File: src/logic/tmrb_pkg.sv
package tmrb_pkg;

  // Register addresses, read side
  localparam logic [7:0] ADDR_LOCAL_RESULT     = 8'h00;
  localparam logic [7:0] ADDR_REMOTE_RESULT_HI = 8'h01;
  localparam logic [7:0] ADDR_CONFIG_RD        = 8'h03;
  localparam logic [7:0] ADDR_RATE_RD          = 8'h04;
  localparam logic [7:0] ADDR_LOCAL_HIGH_RD    = 8'h05;
  localparam logic [7:0] ADDR_LOCAL_LOW_RD     = 8'h06;
  localparam logic [7:0] ADDR_REMOTE_HIGH_HI_RD = 8'h07;
  localparam logic [7:0] ADDR_REMOTE_LOW_HI_RD = 8'h08;
  localparam logic [7:0] ADDR_REMOTE_RESULT_LO = 8'h10;
  // Register addresses, write side
  localparam logic [7:0] ADDR_CONFIG_WR        = 8'h09;
  localparam logic [7:0] ADDR_RATE_WR          = 8'h0A;
  localparam logic [7:0] ADDR_LOCAL_HIGH_WR    = 8'h0B;
  localparam logic [7:0] ADDR_LOCAL_LOW_WR     = 8'h0C;
  localparam logic [7:0] ADDR_REMOTE_HIGH_HI_WR = 8'h0D;
  localparam logic [7:0] ADDR_REMOTE_LOW_HI_WR = 8'h0E;
  // Same address for read and write
  localparam logic [7:0] ADDR_REMOTE_HIGH_LO   = 8'h13;
  localparam logic [7:0] ADDR_REMOTE_LOW_LO    = 8'h14;
  localparam logic [7:0] ADDR_REMOTE_CUTOFF    = 8'h19;
  localparam logic [7:0] ADDR_LOCAL_CUTOFF     = 8'h20;
  localparam logic [7:0] ADDR_CUTOFF_HYST      = 8'h21;

  // Reset values
  localparam logic [7:0] RST_POINTER      = 8'h00;
  localparam logic [7:0] RST_RESULT       = 8'h00;
  localparam logic [7:0] RST_CONFIG       = 8'h00;
  localparam logic [7:0] RST_RATE         = 8'h08;
  localparam logic [7:0] RST_HIGH_LIMIT   = 8'h55;
  localparam logic [7:0] RST_LOW_LIMIT    = 8'h00;
  localparam logic [7:0] RST_LIMIT_LO     = 8'h00;
  localparam logic [7:0] RST_CUTOFF_LIMIT = 8'h55;
  localparam logic [7:0] RST_HYST         = 8'h0A;

  // Configuration fields
  localparam int          CFG_ALARM_MASK_BIT     = 7;
  localparam int          CFG_STANDBY_BIT        = 6;
  localparam int          CFG_SHARED_PIN_FUNCTION_BIT = 5;
  localparam int          CFG_RANGE_BIT          = 2;
  localparam logic [7:0]  CFG_USED_MASK          = 8'hE4;
  localparam logic [7:0]  RATE_USED_MASK         = 8'h0F;
  localparam logic [3:0]  RATE_CODE_FASTEST      = 4'hA;
  localparam logic [7:0]  REMOTE_LO_USED_MASK    = 8'hC0;

  // Result encoding
  localparam logic signed [11:0] EXT_OFFSET_DEG  = 12'sh040;
  localparam logic signed [11:0] EXT_OFFSET_QTR  = 12'sh100;
  localparam logic signed [11:0] BIN_MAX_DEG     = 12'sh07F;
  localparam logic signed [11:0] EXT_MAX_DEG     = 12'sh0FF;
  localparam logic signed [11:0] BIN_MAX_QTR     = 12'sh1FF;
  localparam logic signed [11:0] EXT_MAX_QTR     = 12'sh3FF;

  // Timing
  localparam int BASE_PERIOD_NS = 15_500_000;
  localparam int CLK_PERIOD_NS  = 10;
  localparam int BASE_TICK_CYCLES_DFLT = BASE_PERIOD_NS / CLK_PERIOD_NS;

  // Converter hand-off: local in whole degrees, remote in quarter degrees
  typedef struct packed {
    logic signed [11:0] local_deg;
    logic signed [11:0] remote_qtr;
  } tmrb_conv_t;

  // Byte-level serial bus request
  typedef struct packed {
    logic       wr_byte;
    logic       wr_first;
    logic       rd_byte;
    logic [7:0] wdata;
  } tmrb_bus_req_t;

  typedef enum logic [1:0] {
    ST_STANDBY = 2'b00,
    ST_WAIT    = 2'b01,
    ST_CONVERT = 2'b11
  } tmrb_state_t;

endpackage

File: src/logic/tmrb_regbank.sv
`timescale 1ns/100ps
module tmrb_regbank #(
  parameter int BASE_TICK_CYCLES = tmrb_pkg::BASE_TICK_CYCLES_DFLT
) (
  input  wire logic                   CLK_I,
  input  wire logic                   SYS_RST_I,
  input  wire tmrb_pkg::tmrb_bus_req_t BUS_REQ_I,
  input  wire logic                   CONV_DONE_I,
  input  wire tmrb_pkg::tmrb_conv_t   CONV_RESULT_I,
  output logic [7:0]                  BUS_RDATA_O,
  output logic                        BUS_RVALID_O,
  output logic                        CONV_START_O,
  output logic                        CONV_BUSY_O,
  output logic                        OVERTEMP_CUTOFF_OUT_N_O,
  output logic                        SHARED_PIN_N_O
);
  import tmrb_pkg::*;

  logic [7:0]  pointer_r;
  logic        data_phase_r;
  logic [7:0]  local_res_r;
  logic [7:0]  remote_hi_r;
  logic [7:0]  remote_lo_r;
  logic [7:0]  config_r;
  logic [7:0]  rate_r;
  logic [7:0]  local_high_r;
  logic [7:0]  local_low_r;
  logic [7:0]  remote_high_hi_r;
  logic [7:0]  remote_high_lo_r;
  logic [7:0]  remote_low_hi_r;
  logic [7:0]  remote_low_lo_r;
  logic [7:0]  local_cut_r;
  logic [7:0]  remote_cut_r;
  logic [7:0]  hyst_r;
  logic        range_conv_r;
  tmrb_state_t state_r;
  tmrb_state_t state_nxt;
  logic [31:0] base_cnt_r;
  logic [10:0] div_cnt_r;
  logic        base_tick;
  logic        interval_due;
  logic        reg_wr;
  logic [3:0]  rate_code;
  logic [10:0] div_last;
  logic [7:0]  rdata_nxt;
  logic [7:0]  local_enc;
  logic [9:0]  remote_enc;
  logic [9:0]  remote_val;
  logic [9:0]  remote_high;
  logic [9:0]  remote_low;
  logic        standby;
  logic        pin_is_cutoff;

  localparam int NUM_CH = 2;
  logic [NUM_CH-1:0] cut_vec;
  logic [NUM_CH-1:0] cut2_vec;
  logic [NUM_CH-1:0] alarm_vec;

  // Saturate to the range limits
  function automatic logic signed [11:0] clamp(input logic signed [11:0] v,
                                               input logic signed [11:0] hi);
    if (v < 12'sh000) begin
      clamp = 12'sh000;
    end else if (v > hi) begin
      clamp = hi;
    end else begin
      clamp = v;
    end
  endfunction

  // Release threshold, floored at zero
  function automatic logic [8:0] release_at(input logic [7:0] lim, input logic [7:0] hy);
    if (lim >= hy) begin
      release_at = {1'b0, lim} - {1'b0, hy};
    end else begin
      release_at = 9'h000;
    end
  endfunction

  assign standby       = config_r[CFG_STANDBY_BIT];
  assign pin_is_cutoff = config_r[CFG_SHARED_PIN_FUNCTION_BIT];
  assign reg_wr        = BUS_REQ_I.wr_byte && !BUS_REQ_I.wr_first && data_phase_r;

  // Pointer load on first byte
  // pointer capture
  always_ff @(posedge CLK_I) begin
    if (SYS_RST_I) begin
      pointer_r    <= RST_POINTER;
      data_phase_r <= 1'b0;
    end else if (BUS_REQ_I.wr_byte) begin
      if (BUS_REQ_I.wr_first) begin
        pointer_r    <= BUS_REQ_I.wdata;
        data_phase_r <= 1'b1;
      end else begin
        // Further data bytes are ignored
        data_phase_r <= 1'b0;
      end
    end
  end

  // Writable registers; writes elsewhere are dropped
  // second byte store
  always_ff @(posedge CLK_I) begin
    if (SYS_RST_I) begin
      config_r         <= RST_CONFIG;
      rate_r           <= RST_RATE;
      local_high_r     <= RST_HIGH_LIMIT;
      local_low_r      <= RST_LOW_LIMIT;
      remote_high_hi_r <= RST_HIGH_LIMIT;
      remote_high_lo_r <= RST_LIMIT_LO;
      remote_low_hi_r  <= RST_LOW_LIMIT;
      remote_low_lo_r  <= RST_LIMIT_LO;
      local_cut_r      <= RST_CUTOFF_LIMIT;
      remote_cut_r     <= RST_CUTOFF_LIMIT;
      hyst_r           <= RST_HYST;
    end else if (reg_wr) begin
      case (pointer_r)
        // Reserved config and remote low-byte bits read back as zero; rate keeps all written bits
        // used bits only
        ADDR_CONFIG_WR:         config_r         <= BUS_REQ_I.wdata & CFG_USED_MASK;
        ADDR_RATE_WR:           rate_r           <= BUS_REQ_I.wdata;
        ADDR_LOCAL_HIGH_WR:     local_high_r     <= BUS_REQ_I.wdata;
        ADDR_LOCAL_LOW_WR:      local_low_r      <= BUS_REQ_I.wdata;
        ADDR_REMOTE_HIGH_HI_WR: remote_high_hi_r <= BUS_REQ_I.wdata;
        ADDR_REMOTE_LOW_HI_WR:  remote_low_hi_r  <= BUS_REQ_I.wdata;
        ADDR_REMOTE_HIGH_LO:    remote_high_lo_r <= BUS_REQ_I.wdata & REMOTE_LO_USED_MASK;
        ADDR_REMOTE_LOW_LO:     remote_low_lo_r  <= BUS_REQ_I.wdata & REMOTE_LO_USED_MASK;
        ADDR_REMOTE_CUTOFF:     remote_cut_r     <= BUS_REQ_I.wdata;
        ADDR_LOCAL_CUTOFF:      local_cut_r      <= BUS_REQ_I.wdata;
        ADDR_CUTOFF_HYST:       hyst_r           <= BUS_REQ_I.wdata;
        default: ;
      endcase
    end
  end

  // Read mux from the pointer
  always_comb begin
    case (pointer_r)
      ADDR_LOCAL_RESULT:      rdata_nxt = local_res_r;
      ADDR_REMOTE_RESULT_HI:  rdata_nxt = remote_hi_r;
      ADDR_REMOTE_RESULT_LO:  rdata_nxt = remote_lo_r;
      ADDR_CONFIG_RD:         rdata_nxt = config_r;
      ADDR_RATE_RD:           rdata_nxt = rate_r;
      ADDR_LOCAL_HIGH_RD:     rdata_nxt = local_high_r;
      ADDR_LOCAL_LOW_RD:      rdata_nxt = local_low_r;
      ADDR_REMOTE_HIGH_HI_RD: rdata_nxt = remote_high_hi_r;
      ADDR_REMOTE_LOW_HI_RD:  rdata_nxt = remote_low_hi_r;
      ADDR_REMOTE_HIGH_LO:    rdata_nxt = remote_high_lo_r;
      ADDR_REMOTE_LOW_LO:     rdata_nxt = remote_low_lo_r;
      ADDR_REMOTE_CUTOFF:     rdata_nxt = remote_cut_r;
      ADDR_LOCAL_CUTOFF:      rdata_nxt = local_cut_r;
      ADDR_CUTOFF_HYST:       rdata_nxt = hyst_r;
      default:                rdata_nxt = 8'h00;
    endcase
  end

  // Read data holds until the next read
  // read from pointed register
  always_ff @(posedge CLK_I) begin
    if (SYS_RST_I) begin
      BUS_RDATA_O  <= 8'h00;
      BUS_RVALID_O <= 1'b0;
    end else begin
      BUS_RVALID_O <= BUS_REQ_I.rd_byte;
      if (BUS_REQ_I.rd_byte) begin
        BUS_RDATA_O <= rdata_nxt;
      end
    end
  end

  // Oscillator base tick, one per fastest period
  // Runs free, standby only clears the divider
  assign base_tick = (base_cnt_r == 32'(BASE_TICK_CYCLES - 1));

  always_ff @(posedge CLK_I) begin
    if (SYS_RST_I || base_tick) begin
      base_cnt_r <= 32'h0000_0000;
    end else begin
      base_cnt_r <= base_cnt_r + 32'h0000_0001;
    end
  end

  always_comb begin
    if (rate_r[3:0] > RATE_CODE_FASTEST) begin
      rate_code = RATE_CODE_FASTEST;
    end else begin
      rate_code = rate_r[3:0];
    end
  end

  // divide by 2^(10-code), reserved codes run fastest
  assign div_last     = 11'((12'h001 << (RATE_CODE_FASTEST - rate_code)) - 12'h001);
  assign interval_due = base_tick && (div_cnt_r >= div_last);

  // Standby restarts the interval count
  always_ff @(posedge CLK_I) begin
    if (SYS_RST_I || standby || interval_due) begin
      div_cnt_r <= 11'h000;
    end else if (base_tick) begin
      div_cnt_r <= div_cnt_r + 11'h001;
    end
  end

  // Conversion scheduler
  // standby halts conversions
  always_comb begin
    case (state_r)
      ST_STANDBY: begin
        if (standby) begin
          state_nxt = ST_STANDBY;
        end else begin
          state_nxt = ST_CONVERT;
        end
      end
      ST_WAIT: begin
        if (standby) begin
          state_nxt = ST_STANDBY;
        end else if (interval_due) begin
          state_nxt = ST_CONVERT;
        end else begin
          state_nxt = ST_WAIT;
        end
      end
      // Finish a running conversion even when standby is requested
      ST_CONVERT: begin
        if (!CONV_DONE_I) begin
          state_nxt = ST_CONVERT;
        end else if (standby) begin
          state_nxt = ST_STANDBY;
        end else begin
          state_nxt = ST_WAIT;
        end
      end
      default: state_nxt = ST_STANDBY;
    endcase
  end

  always_ff @(posedge CLK_I) begin
    if (SYS_RST_I) begin
      state_r      <= ST_STANDBY;
      CONV_START_O <= 1'b0;
      CONV_BUSY_O  <= 1'b0;
      range_conv_r <= 1'b0;
    end else begin
      state_r      <= state_nxt;
      CONV_START_O <= (state_r != ST_CONVERT) && (state_nxt == ST_CONVERT);
      CONV_BUSY_O  <= (state_nxt == ST_CONVERT);
      if ((state_r != ST_CONVERT) && (state_nxt == ST_CONVERT)) begin
        range_conv_r <= config_r[CFG_RANGE_BIT];
      end
    end
  end

  assign local_enc  = 8'(clamp(CONV_RESULT_I.local_deg
                               + (range_conv_r ? EXT_OFFSET_DEG : 12'sh000),
                               range_conv_r ? EXT_MAX_DEG : BIN_MAX_DEG));
  assign remote_enc = 10'(clamp(CONV_RESULT_I.remote_qtr
                                + (range_conv_r ? EXT_OFFSET_QTR : 12'sh000),
                                range_conv_r ? EXT_MAX_QTR : BIN_MAX_QTR));

  // Done outside a conversion is dropped
  // converter-only update
  always_ff @(posedge CLK_I) begin
    if (SYS_RST_I) begin
      local_res_r <= RST_RESULT;
      remote_hi_r <= RST_RESULT;
      remote_lo_r <= RST_RESULT;
    end else if (CONV_DONE_I && (state_r == ST_CONVERT)) begin
      local_res_r <= local_enc;
      remote_hi_r <= remote_enc[9:2];
      remote_lo_r <= {remote_enc[1:0], 6'h00};
    end
  end

  assign remote_val  = {remote_hi_r, remote_lo_r[7:6]};
  assign remote_high = {remote_high_hi_r, remote_high_lo_r[7:6]};
  assign remote_low  = {remote_low_hi_r, remote_low_lo_r[7:6]};

  // Per-channel limit logic, channel 0 local, channel 1 remote
  for (genvar ch = 0; ch < NUM_CH; ch++) begin : g_chan
    logic [7:0] val_byte;
    logic [9:0] val_fine;
    logic [7:0] cut_lim;
    logic [7:0] high_byte;
    logic [9:0] high_fine;
    logic [9:0] low_fine;
    logic [8:0] cut_rel;
    logic [8:0] high_rel;
    logic       cut_r;
    logic       cut2_r;

    // Local byte widened to the remote quarter-degree format
    assign val_byte  = (ch == 0) ? local_res_r : remote_hi_r;
    assign val_fine  = (ch == 0) ? {local_res_r, 2'b00} : remote_val;
    assign cut_lim   = (ch == 0) ? local_cut_r : remote_cut_r;
    assign high_byte = (ch == 0) ? local_high_r : remote_high_hi_r;
    assign high_fine = (ch == 0) ? {local_high_r, 2'b00} : remote_high;
    assign low_fine  = (ch == 0) ? {local_low_r, 2'b00} : remote_low;
    assign cut_rel   = release_at(cut_lim, hyst_r);
    assign high_rel  = release_at(high_byte, hyst_r);

    assign alarm_vec[ch] = (val_fine > high_fine) || (val_fine <= low_fine);

    // Cutoff latches with hysteresis
    // release at limit minus hysteresis
    always_ff @(posedge CLK_I) begin
      if (SYS_RST_I) begin
        cut_r  <= 1'b0;
        cut2_r <= 1'b0;
      end else begin
        cut_r  <= (val_byte > cut_lim) || (cut_r && ({1'b0, val_byte} > cut_rel));
        cut2_r <= (val_fine > high_fine) || (cut2_r && ({1'b0, val_byte} > high_rel));
      end
    end

    assign cut_vec[ch]  = cut_r;
    assign cut2_vec[ch] = cut2_r;
  end

  always_ff @(posedge CLK_I) begin
    if (SYS_RST_I) begin
      OVERTEMP_CUTOFF_OUT_N_O <= 1'b1;
      SHARED_PIN_N_O          <= 1'b1;
    end else begin
      OVERTEMP_CUTOFF_OUT_N_O <= !(|cut_vec);
      if (pin_is_cutoff) begin
        SHARED_PIN_N_O <= !(|cut2_vec);
      end else begin
        SHARED_PIN_N_O <= !((|alarm_vec) && !config_r[CFG_ALARM_MASK_BIT]);
      end
    end
  end

endmodule
File: config.mk
export PLATFORM = sky130hd
export DESIGN_NAME = tmrb_regbank
export DESIGN_NICKNAME = d
export VERILOG_FILES = /design/src/logic/tmrb_pkg.sv /design/src/logic/tmrb_regbank.sv
export SDC_FILE = /design/constraint.sdc
export NUM_CORES = 1
export LEC_CHECK = 0
export BUFFER_PORTS_ARGS = -buffer_cell sky130_fd_sc_hd__buf_2
export CAP_MARGIN = 5
export CORE_AREA = 2 2 193 176
export DETAILED_ROUTE_END_ITERATION = 7
export DIE_AREA = 0 0 195 178
export SLEW_MARGIN = 15
export SYNTH_ARGS = -nofsm -noshare
export SYNTH_HDL_FRONTEND = slang
export SYNTH_SLANG_ARGS = --single-unit
File: constraint.sdc
create_clock -name CLK_I -period 5.1 [get_ports CLK_I]
set_input_delay 0.255 -clock CLK_I [delete_from_list [all_inputs] [get_ports CLK_I]]
set_output_delay 0.255 -clock CLK_I [all_outputs]
set_load 0.005 [all_outputs]
**Yosys cells after proc, flatten, opt, wreduce, memory -nomap -nowiden**

Index checks and enable logic that the tools add are counted.
Widths: inputs -> output; s select.

- Bits of input ports: 38
- Register bits: 162

- Reduce and logical (&&, ||, !) cells: 41
- Order comparisons: 20
- Shift-type cells: 1
- Add/subtract/negate cells: 10
- Multiplexer cells: 22
- Equality and inequality tests: 24

Operator list:

| kind | number |
|---|---|
| $pmux 8 s14 | 1 |
| $eq 8x4->1 const B | 7 |
| $mux 9 | 5 |
| $gt 8x9->1 | 4 |
| $sub 8x8->9 | 4 |
| $add 32x1->32 const B | 1 |
| $eq 32x21->1 const B | 1 |
| $eq 8x3->1 const B | 4 |
| $eq 8x5->1 const B | 4 |
| $ge 8x8->1 | 4 |
| $mux 10 | 3 |
| $lt 12x1->1 const B | 2 |
| $mux 8 | 3 |
| $reduce_and 2->1 | 12 |
| $gt 10x10->1 | 2 |
| $le 10x10->1 | 2 |
| $eq 8x6->1 const B | 2 |
| $gt 8x8->1 | 2 |
| $add 12x10->12 | 1 |
| $add 12x8->12 | 1 |
| $gt 12x11->1 | 1 |
| $gt 12x9->1 | 1 |
| $add 11x1->11 const B | 1 |
| $ge 11x11->1 | 1 |
| other kinds (20) | 49 |

**Logic depth before layout (Yosys ltp)**

- Depth after elaboration: 12
- Gate-level depth with buffers: 16
- Mapped depth without buffers: 16

**Least setup slack after synthesis**

Ideal clock, no wire load.

- Path type: register to register
- Start: register rate_r[3]
- End: register div_cnt_r[6]
- Library setup time: 71 ps
- Clock period less this slack: 2834 ps
- Cell stages (with the launch flop): 14
- Slack: 2266 ps
- Buffers on the path: 2
- Data arrival time: 2764 ps
- Path through: dfxtp_1 clkbuf_1 o21ai_0 ha_1 o31ai_1 a22oi_1 ha_1 a21oi_1 nor2_1 a211oi_1 o21ai_0 a211o_1 clkbuf_1 a21oi_1

- Cells in the longest elaborated chain, start to end: 8

RTL lines:

| element | line | source |
|---|---|---|
| from (decl) | tmrb_regbank.sv:25 | `logic [7:0] rate_r;` |
| from (signal assigned) | tmrb_regbank.sv:121 | `ADDR_RATE_WR: rate_r <= BUS_REQ_I.wdata;` |
| $gt 4x4->1 | tmrb_regbank.sv:184 | `if (rate_r[3:0] > RATE_CODE_FASTEST) begin` |
| $mux 4 * | tmrb_regbank.sv:184 |  |
| $sub 4x4->4 * | tmrb_regbank.sv:192 | `assign div_last = 11'((12'h001 << (RATE_CODE_FASTEST - rate_code)) - 12'h001);` |
| $shl 1x4->11 * | tmrb_regbank.sv:192 |  |
| $sub 11x1->11 * | tmrb_regbank.sv:192 |  |
| $ge 11x11->1 * | tmrb_regbank.sv:193 | `assign interval_due = base_tick && (div_cnt_r >= div_last);` |
| $logic_and 1x1->1 * | tmrb_regbank.sv:193 |  |
| $logic_or 1x1->1 * | tmrb_regbank.sv:197 | `if (SYS_RST_I \|\| standby \|\| interval_due) begin` |
| to (signal assigned) | tmrb_regbank.sv:200 | `div_cnt_r <= div_cnt_r + 11'h001;` |
| to (decl) | tmrb_regbank.sv:39 | `logic [10:0] div_cnt_r;` |

Every way passes the cells marked *; elsewhere a longest branch is shown, timed or not.
A chain may end at the register's enable or synchronous reset.

**Final worst setup path**

- Start: register hyst_r[1]
- End: register g_chan[0].cut_r

- Cells in the longest elaborated chain, start to end: 5
- Elaborated cells between the ends (all ways): 6
- Those cells by class: add/sub: 1; order compare: 2; mux: 1; reduce/logical: 2

RTL lines:

| element | line | source |
|---|---|---|
| from (decl) | tmrb_regbank.sv:34 | `logic [7:0] hyst_r;` |
| from (signal assigned) | tmrb_regbank.sv:130 | `ADDR_CUTOFF_HYST: hyst_r <= BUS_REQ_I.wdata;` |
| $sub 8x8->9 / $ge 8x8->1 (equally long branches) | tmrb_regbank.sv:74, tmrb_regbank.sv:73 |  |
| $mux 9 * | tmrb_regbank.sv:73 | `if (lim >= hy) begin` |
| $gt 8x9->1 * | tmrb_regbank.sv:311 | `cut_r <= (val_byte > cut_lim) \|\| (cut_r && ({1'b0, val_byte} > cut_rel));` |
| $logic_and 1x1->1 * | tmrb_regbank.sv:311 |  |
| $logic_or 1x1->1 * | tmrb_regbank.sv:311 |  |
| to (signal assigned) | tmrb_regbank.sv:311 |  |
| to (decl) | tmrb_regbank.sv:289 | `logic cut_r;` |

Marks and branches as above.

==> results.json <==
{
  "status": "finished clean",
  "yosysWarnings": 0,
  "fin_skew_ns": 0.00966,
  "port_buffers": 50,
  "totalWireLength_um": 35700,
  "ant_nets": 0,
  "crit_path_top_delay_cell": "a2111oi_0",
  "cts_tree": "yes",
  "core_area_mm2": 0.0326,
  "critPathKind": "reg -> reg",
  "avgRoutedWirePerCell_um": 19.2,
  "syn_area_mm2": 0.0113,
  "synth-edff-count": 0,
  "start_util_pct": 34.5,
  "slew_violations": 0,
  "dieArea_mm2": 0.0347,
  "synthCells": 1413,
  "crit_start": "hyst_r[1]",
  "slew_headroom_pct": 29.7,
  "fin_crit_sh_pct": 63.8,
  "whs_path_depth": 3,
  "holdCritStartpoint": "CONV_RESULT_I[15]",
  "power_frac_comb_pct": 6.6,
  "leakage_nw": 5.09,
  "critical_path_buf_inv_count": 1,
  "synth_top_cell_by_area": "dfxtp_1",
  "synth-compound-area-share_pct": 18.0,
  "num_vias": 10500,
  "gp_congestion": 0.944,
  "endpoint": "g_chan[0].cut_r",
  "r2r_slack_ns": 1.84,
  "synth_flop_cell": "dfxtp_1",
  "hold_viol": 0,
  "fmax_mhz": 307,
  "die_h_um": 178,
  "muxShareOfSynthArea_pct": 5.24,
  "power_w": 0.00281,
  "postSynth.asyncResetShare_pct": 0,
  "cts.sinks": 162,
  "report.final.setup_viol": 0,
  "grt_max_degree": 46,
  "synthAdderAreaFrac_pct": 15.6,
  "first_pass_iters": 6,
  "cts_resized": 0,
  "worstPathMaxFanout": 8,
  "cts_buffers": 17,
  "area_growth_pct": 10.5,
  "synthXorXnorAreaFrac_pct": 4.04,
  "finalCriticalPeriod_ns": 3.26,
  "start_kind": "flop",
  "ctsLongestPathBuffers": 2,
  "ys_ff_latch": 162,
  "cp-end-kind": "flop",
  "grt-ovfl-total": 0,
  "fp.dieW_um": 195,
  "hold_path.class": "in -> reg",
  "ys_top_cells_by_area": "dfxtp_1 (29%), ha_1 (15%), mux2i_1 (5.2%)",
  "rows": 63,
  "grt_pass1_wl_um": 55500,
  "worst-path-stages": 13,
  "peakVddDrop_v": 0.000228,
  "clock_power_share_pct": 47.2,
  "synth-simple-area-share_pct": 23.4,
  "power.internal_w": 0.00208,
  "powerDensity_mw_per_mm2": 226,
  "r2r-start": "hyst_r[1]",
  "grtUsageTotal_pct": 20.6,
  "postSynthAreaPerCell_um2": 7.97,
  "cts_root_buffer": "clkbuf_16",
  "nFillCells": 3400,
  "r2r_end": "g_chan[0].cut_r",
  "antenna_found_initial": 1,
  "crit_chain": "inv_1, ha_1, nor2b_1, o31a_1, o21ai_0, nor2b_1, xnor2_1, nand2_1, ha_1, a2111oi_0, a21oi_1, nor3_1, o41ai_1",
  "drc": 0,
  "max_cap_violations": 0,
  "cts_hold_buffers": 0,
  "synth_top_area_share_pct": 28.8,
  "first_global_vias": 9645,
  "cp.arrival_ns": 3.55,
  "synth_top_family_by_area": "simple AND/OR/NAND/NOR gates",
  "critPathMaxStageDelay_ns": 0.41,
  "tightest_slew_ns": 1.05,
  "place_hpwl_um": 26500,
  "ios": 51,
  "required_ns": 5.40,
  "critPathTopFamily": "compound AO/OA/AOI/OAI gates",
  "setup_tns_ns": 0,
  "synth_seq_area_share_pct": 28.8,
  "p_sw_w": 0.000730,
  "rsz0062_at_grt": "no",
  "p_sw_share_pct": 26.0,
  "yosysUniqueCellTypes": 71,
  "post_cts_buffers": 0,
  "htreeDepth": 4,
  "reg2reg_depth": 13,
  "cts.clk_slew.worst_paths_ns": 0.07,
  "vias_per_cell": 5.61,
  "synth_nets": 1589,
  "fin_util_pct": 38.1,
  "nNetsFinal": 1604,
  "drive_gt1_share_pct": 7.29,
  "drt_iter0_markers": 1104,
  "clock_latency_ns": 0.43,
  "pwr-share-seq_pct": 46.2
}
-- placed cells by master, fill, tap and decap left out, types with 5 or more instances in the layout --
| master | Yosys | routed |
|---|---|---|
| dfxtp_1 | 162 | 162 |
| nand2_1 | 155 | 155 |
| ha_1 | 134 | 134 |
| nor2_1 | 116 | 116 |
| a21oi_1 | 104 | 104 |
| o21ai_0 | 86 | 86 |
| inv_1 | 82 | 82 |
| nand3_1 | 70 | 70 |
| mux2i_1 | 59 | 59 |
| buf_2 | 7 | 50 |
| nand4_1 | 38 | 38 |
| nor2b_1 | 30 | 30 |
| xnor2_1 | 28 | 28 |
| nor3_1 | 25 | 25 |
| xor2_1 | 24 | 24 |
| or3_1 | 17 | 17 |
| clkbuf_16 | 0 | 17 |
| o21a_1 | 14 | 14 |
| nand2b_1 | 14 | 14 |
| o211ai_1 | 14 | 14 |
| a22oi_1 | 14 | 14 |
| and3_1 | 13 | 13 |
| a21o_1 | 11 | 11 |
| nor4_1 | 9 | 9 |
| a211oi_1 | 8 | 8 |
| o22ai_1 | 8 | 8 |
| a32oi_1 | 8 | 8 |
| o21bai_1 | 7 | 7 |
| or2_2 | 7 | 7 |
| o31ai_1 | 6 | 6 |
| buf_4 | 0 | 6 |
| and4_1 | 5 | 5 |
| inv_6 | 0 | 5 |
-- power groups by stage --
stage               Clock, W  Sequential [W]  Combinational [W]
global placement           0         0.00133           0.000180
finish               0.00133         0.00130           0.000186
global route         0.00140         0.00130           0.000200
CTS                  0.00134         0.00130           0.000182
detailed placement         0         0.00133           0.000181
floorplan                  0         0.00131           0.000118
-- cell type report --
type                       instances  area [um2]  share of cell area [%]
tap                              422         528                    4.24
sequential                       162        3240                    26.1
timing repair buffer              56         295                    2.37
clock buffer                      19         443                    3.56
inverter                          82         308                    2.47
antenna                            1        2.50                  0.0201
clock inverter                    12         146                    1.18
multi-input combinational       1109        7480                    60.1
-- Yosys cell counts, types with 4 or more instances --
cell         n
ha_1       134
buf_2        7
dfxtp_1    162
nor4_1       9
o21a_1      14
and3_1      13
o32ai_1      4
and4_1       5
a21oi_1    104
a21o_1      11
fa_1         4
or3_1       17
nor3b_1      4
nand2_1    155
xnor2_1     28
o211ai_1    14
or2_2        7
nor2b_1     30
nor4b_1      4
a22oi_1     14
o21ai_1      4
o21ai_0     86
a211oi_1     8
o22ai_1      8
a2111oi_0    4
xor2_1      24
o31ai_1      6
buf_1        6
nand4_1     38
nand2b_1    14
nor2_1     116
nor3_1      25
o21bai_1     7
inv_1       82
o31a_1       4
a32oi_1      8
clkbuf_1    46
nand3_1     70
mux2i_1     59
-- per-stage QoR --
stage | cells | hold slack (ns) | instance area, um2 | setup WS [ns]
after floorplan | 1413 | 0.350 | 11300 | 2.27
after global placement | 1831 | 0.445 | 11800 | 2.01
after detailed placement | 1831 | 0.449 | 11800 | 1.92
after CTS | 1862 | 0.0896 | 12400 | 1.90
after global routing | 1862 | 0.101 | 12400 | 1.57
final | 1863 | 0.0970 | 12400 | 1.84
-- worst min-delay path, delay by kind of cell --
family,cells,cell delay (ns)
AO/OA/AOI/OAI,1,0.11
AND/OR/NAND/NOR,1,0.04
buffers and inverters,1,0.09
-- per-layer routing --
layer  GRT usage [%]  share of wire [%]
met1            30.2                 49
met2            30.4                 41
met3            4.05                8.0
met4            6.23                2.3
met5               0                  0
-- registers in the layout, indices dropped and copies added (netlist names), 2 cells and up --
register,cells
g_chan.high_byte,16
hyst_r,8
local_low_r,8
remote_low_lo_r,2
div_cnt_r,11
remote_low_hi_r,8
g_chan.cut_r,2
g_chan.val_byte,16
state_r,2
config_r,4
pointer_r,8
g_chan.cut2_r,2
rate_r,8
base_cnt_r,32
remote_lo_r,2
BUS_RDATA_O,8
g_chan.cut_lim,16
remote_high_lo_r,2
-- worst min path at each step --
| stage | slack (ns) | endpoint |
|---|---|---|
| 2_1_floorplan | 0.35 | BUS_RDATA_O[4] |
| 3_3_place_gp | 0.45 | BUS_RDATA_O[7] |
| 3_5_place_dp | 0.45 | base_cnt_r[0] |
| 4_1_cts | 0.09 | g_chan[0].val_byte[4] |
| 5_1_grt | 0.10 | g_chan[0].val_byte[0] |
| 6_report | 0.1 | g_chan[0].val_byte[3] |
-- cells by family (layout without fill, tap and decap cells) --
kind of cell             count (synthesis)  after routing
AO/OA/AOI/OAI                          327            327
XOR/XNOR                                52             52
adder cells (fa/ha/maj)                138            138
buffers and inverters                  142            169
flip-flops                             162            162
multiplexers                            59             59
other                                    0              1
AND/OR/NAND/NOR                        533            533
Power figures use the tool's default switching activity.
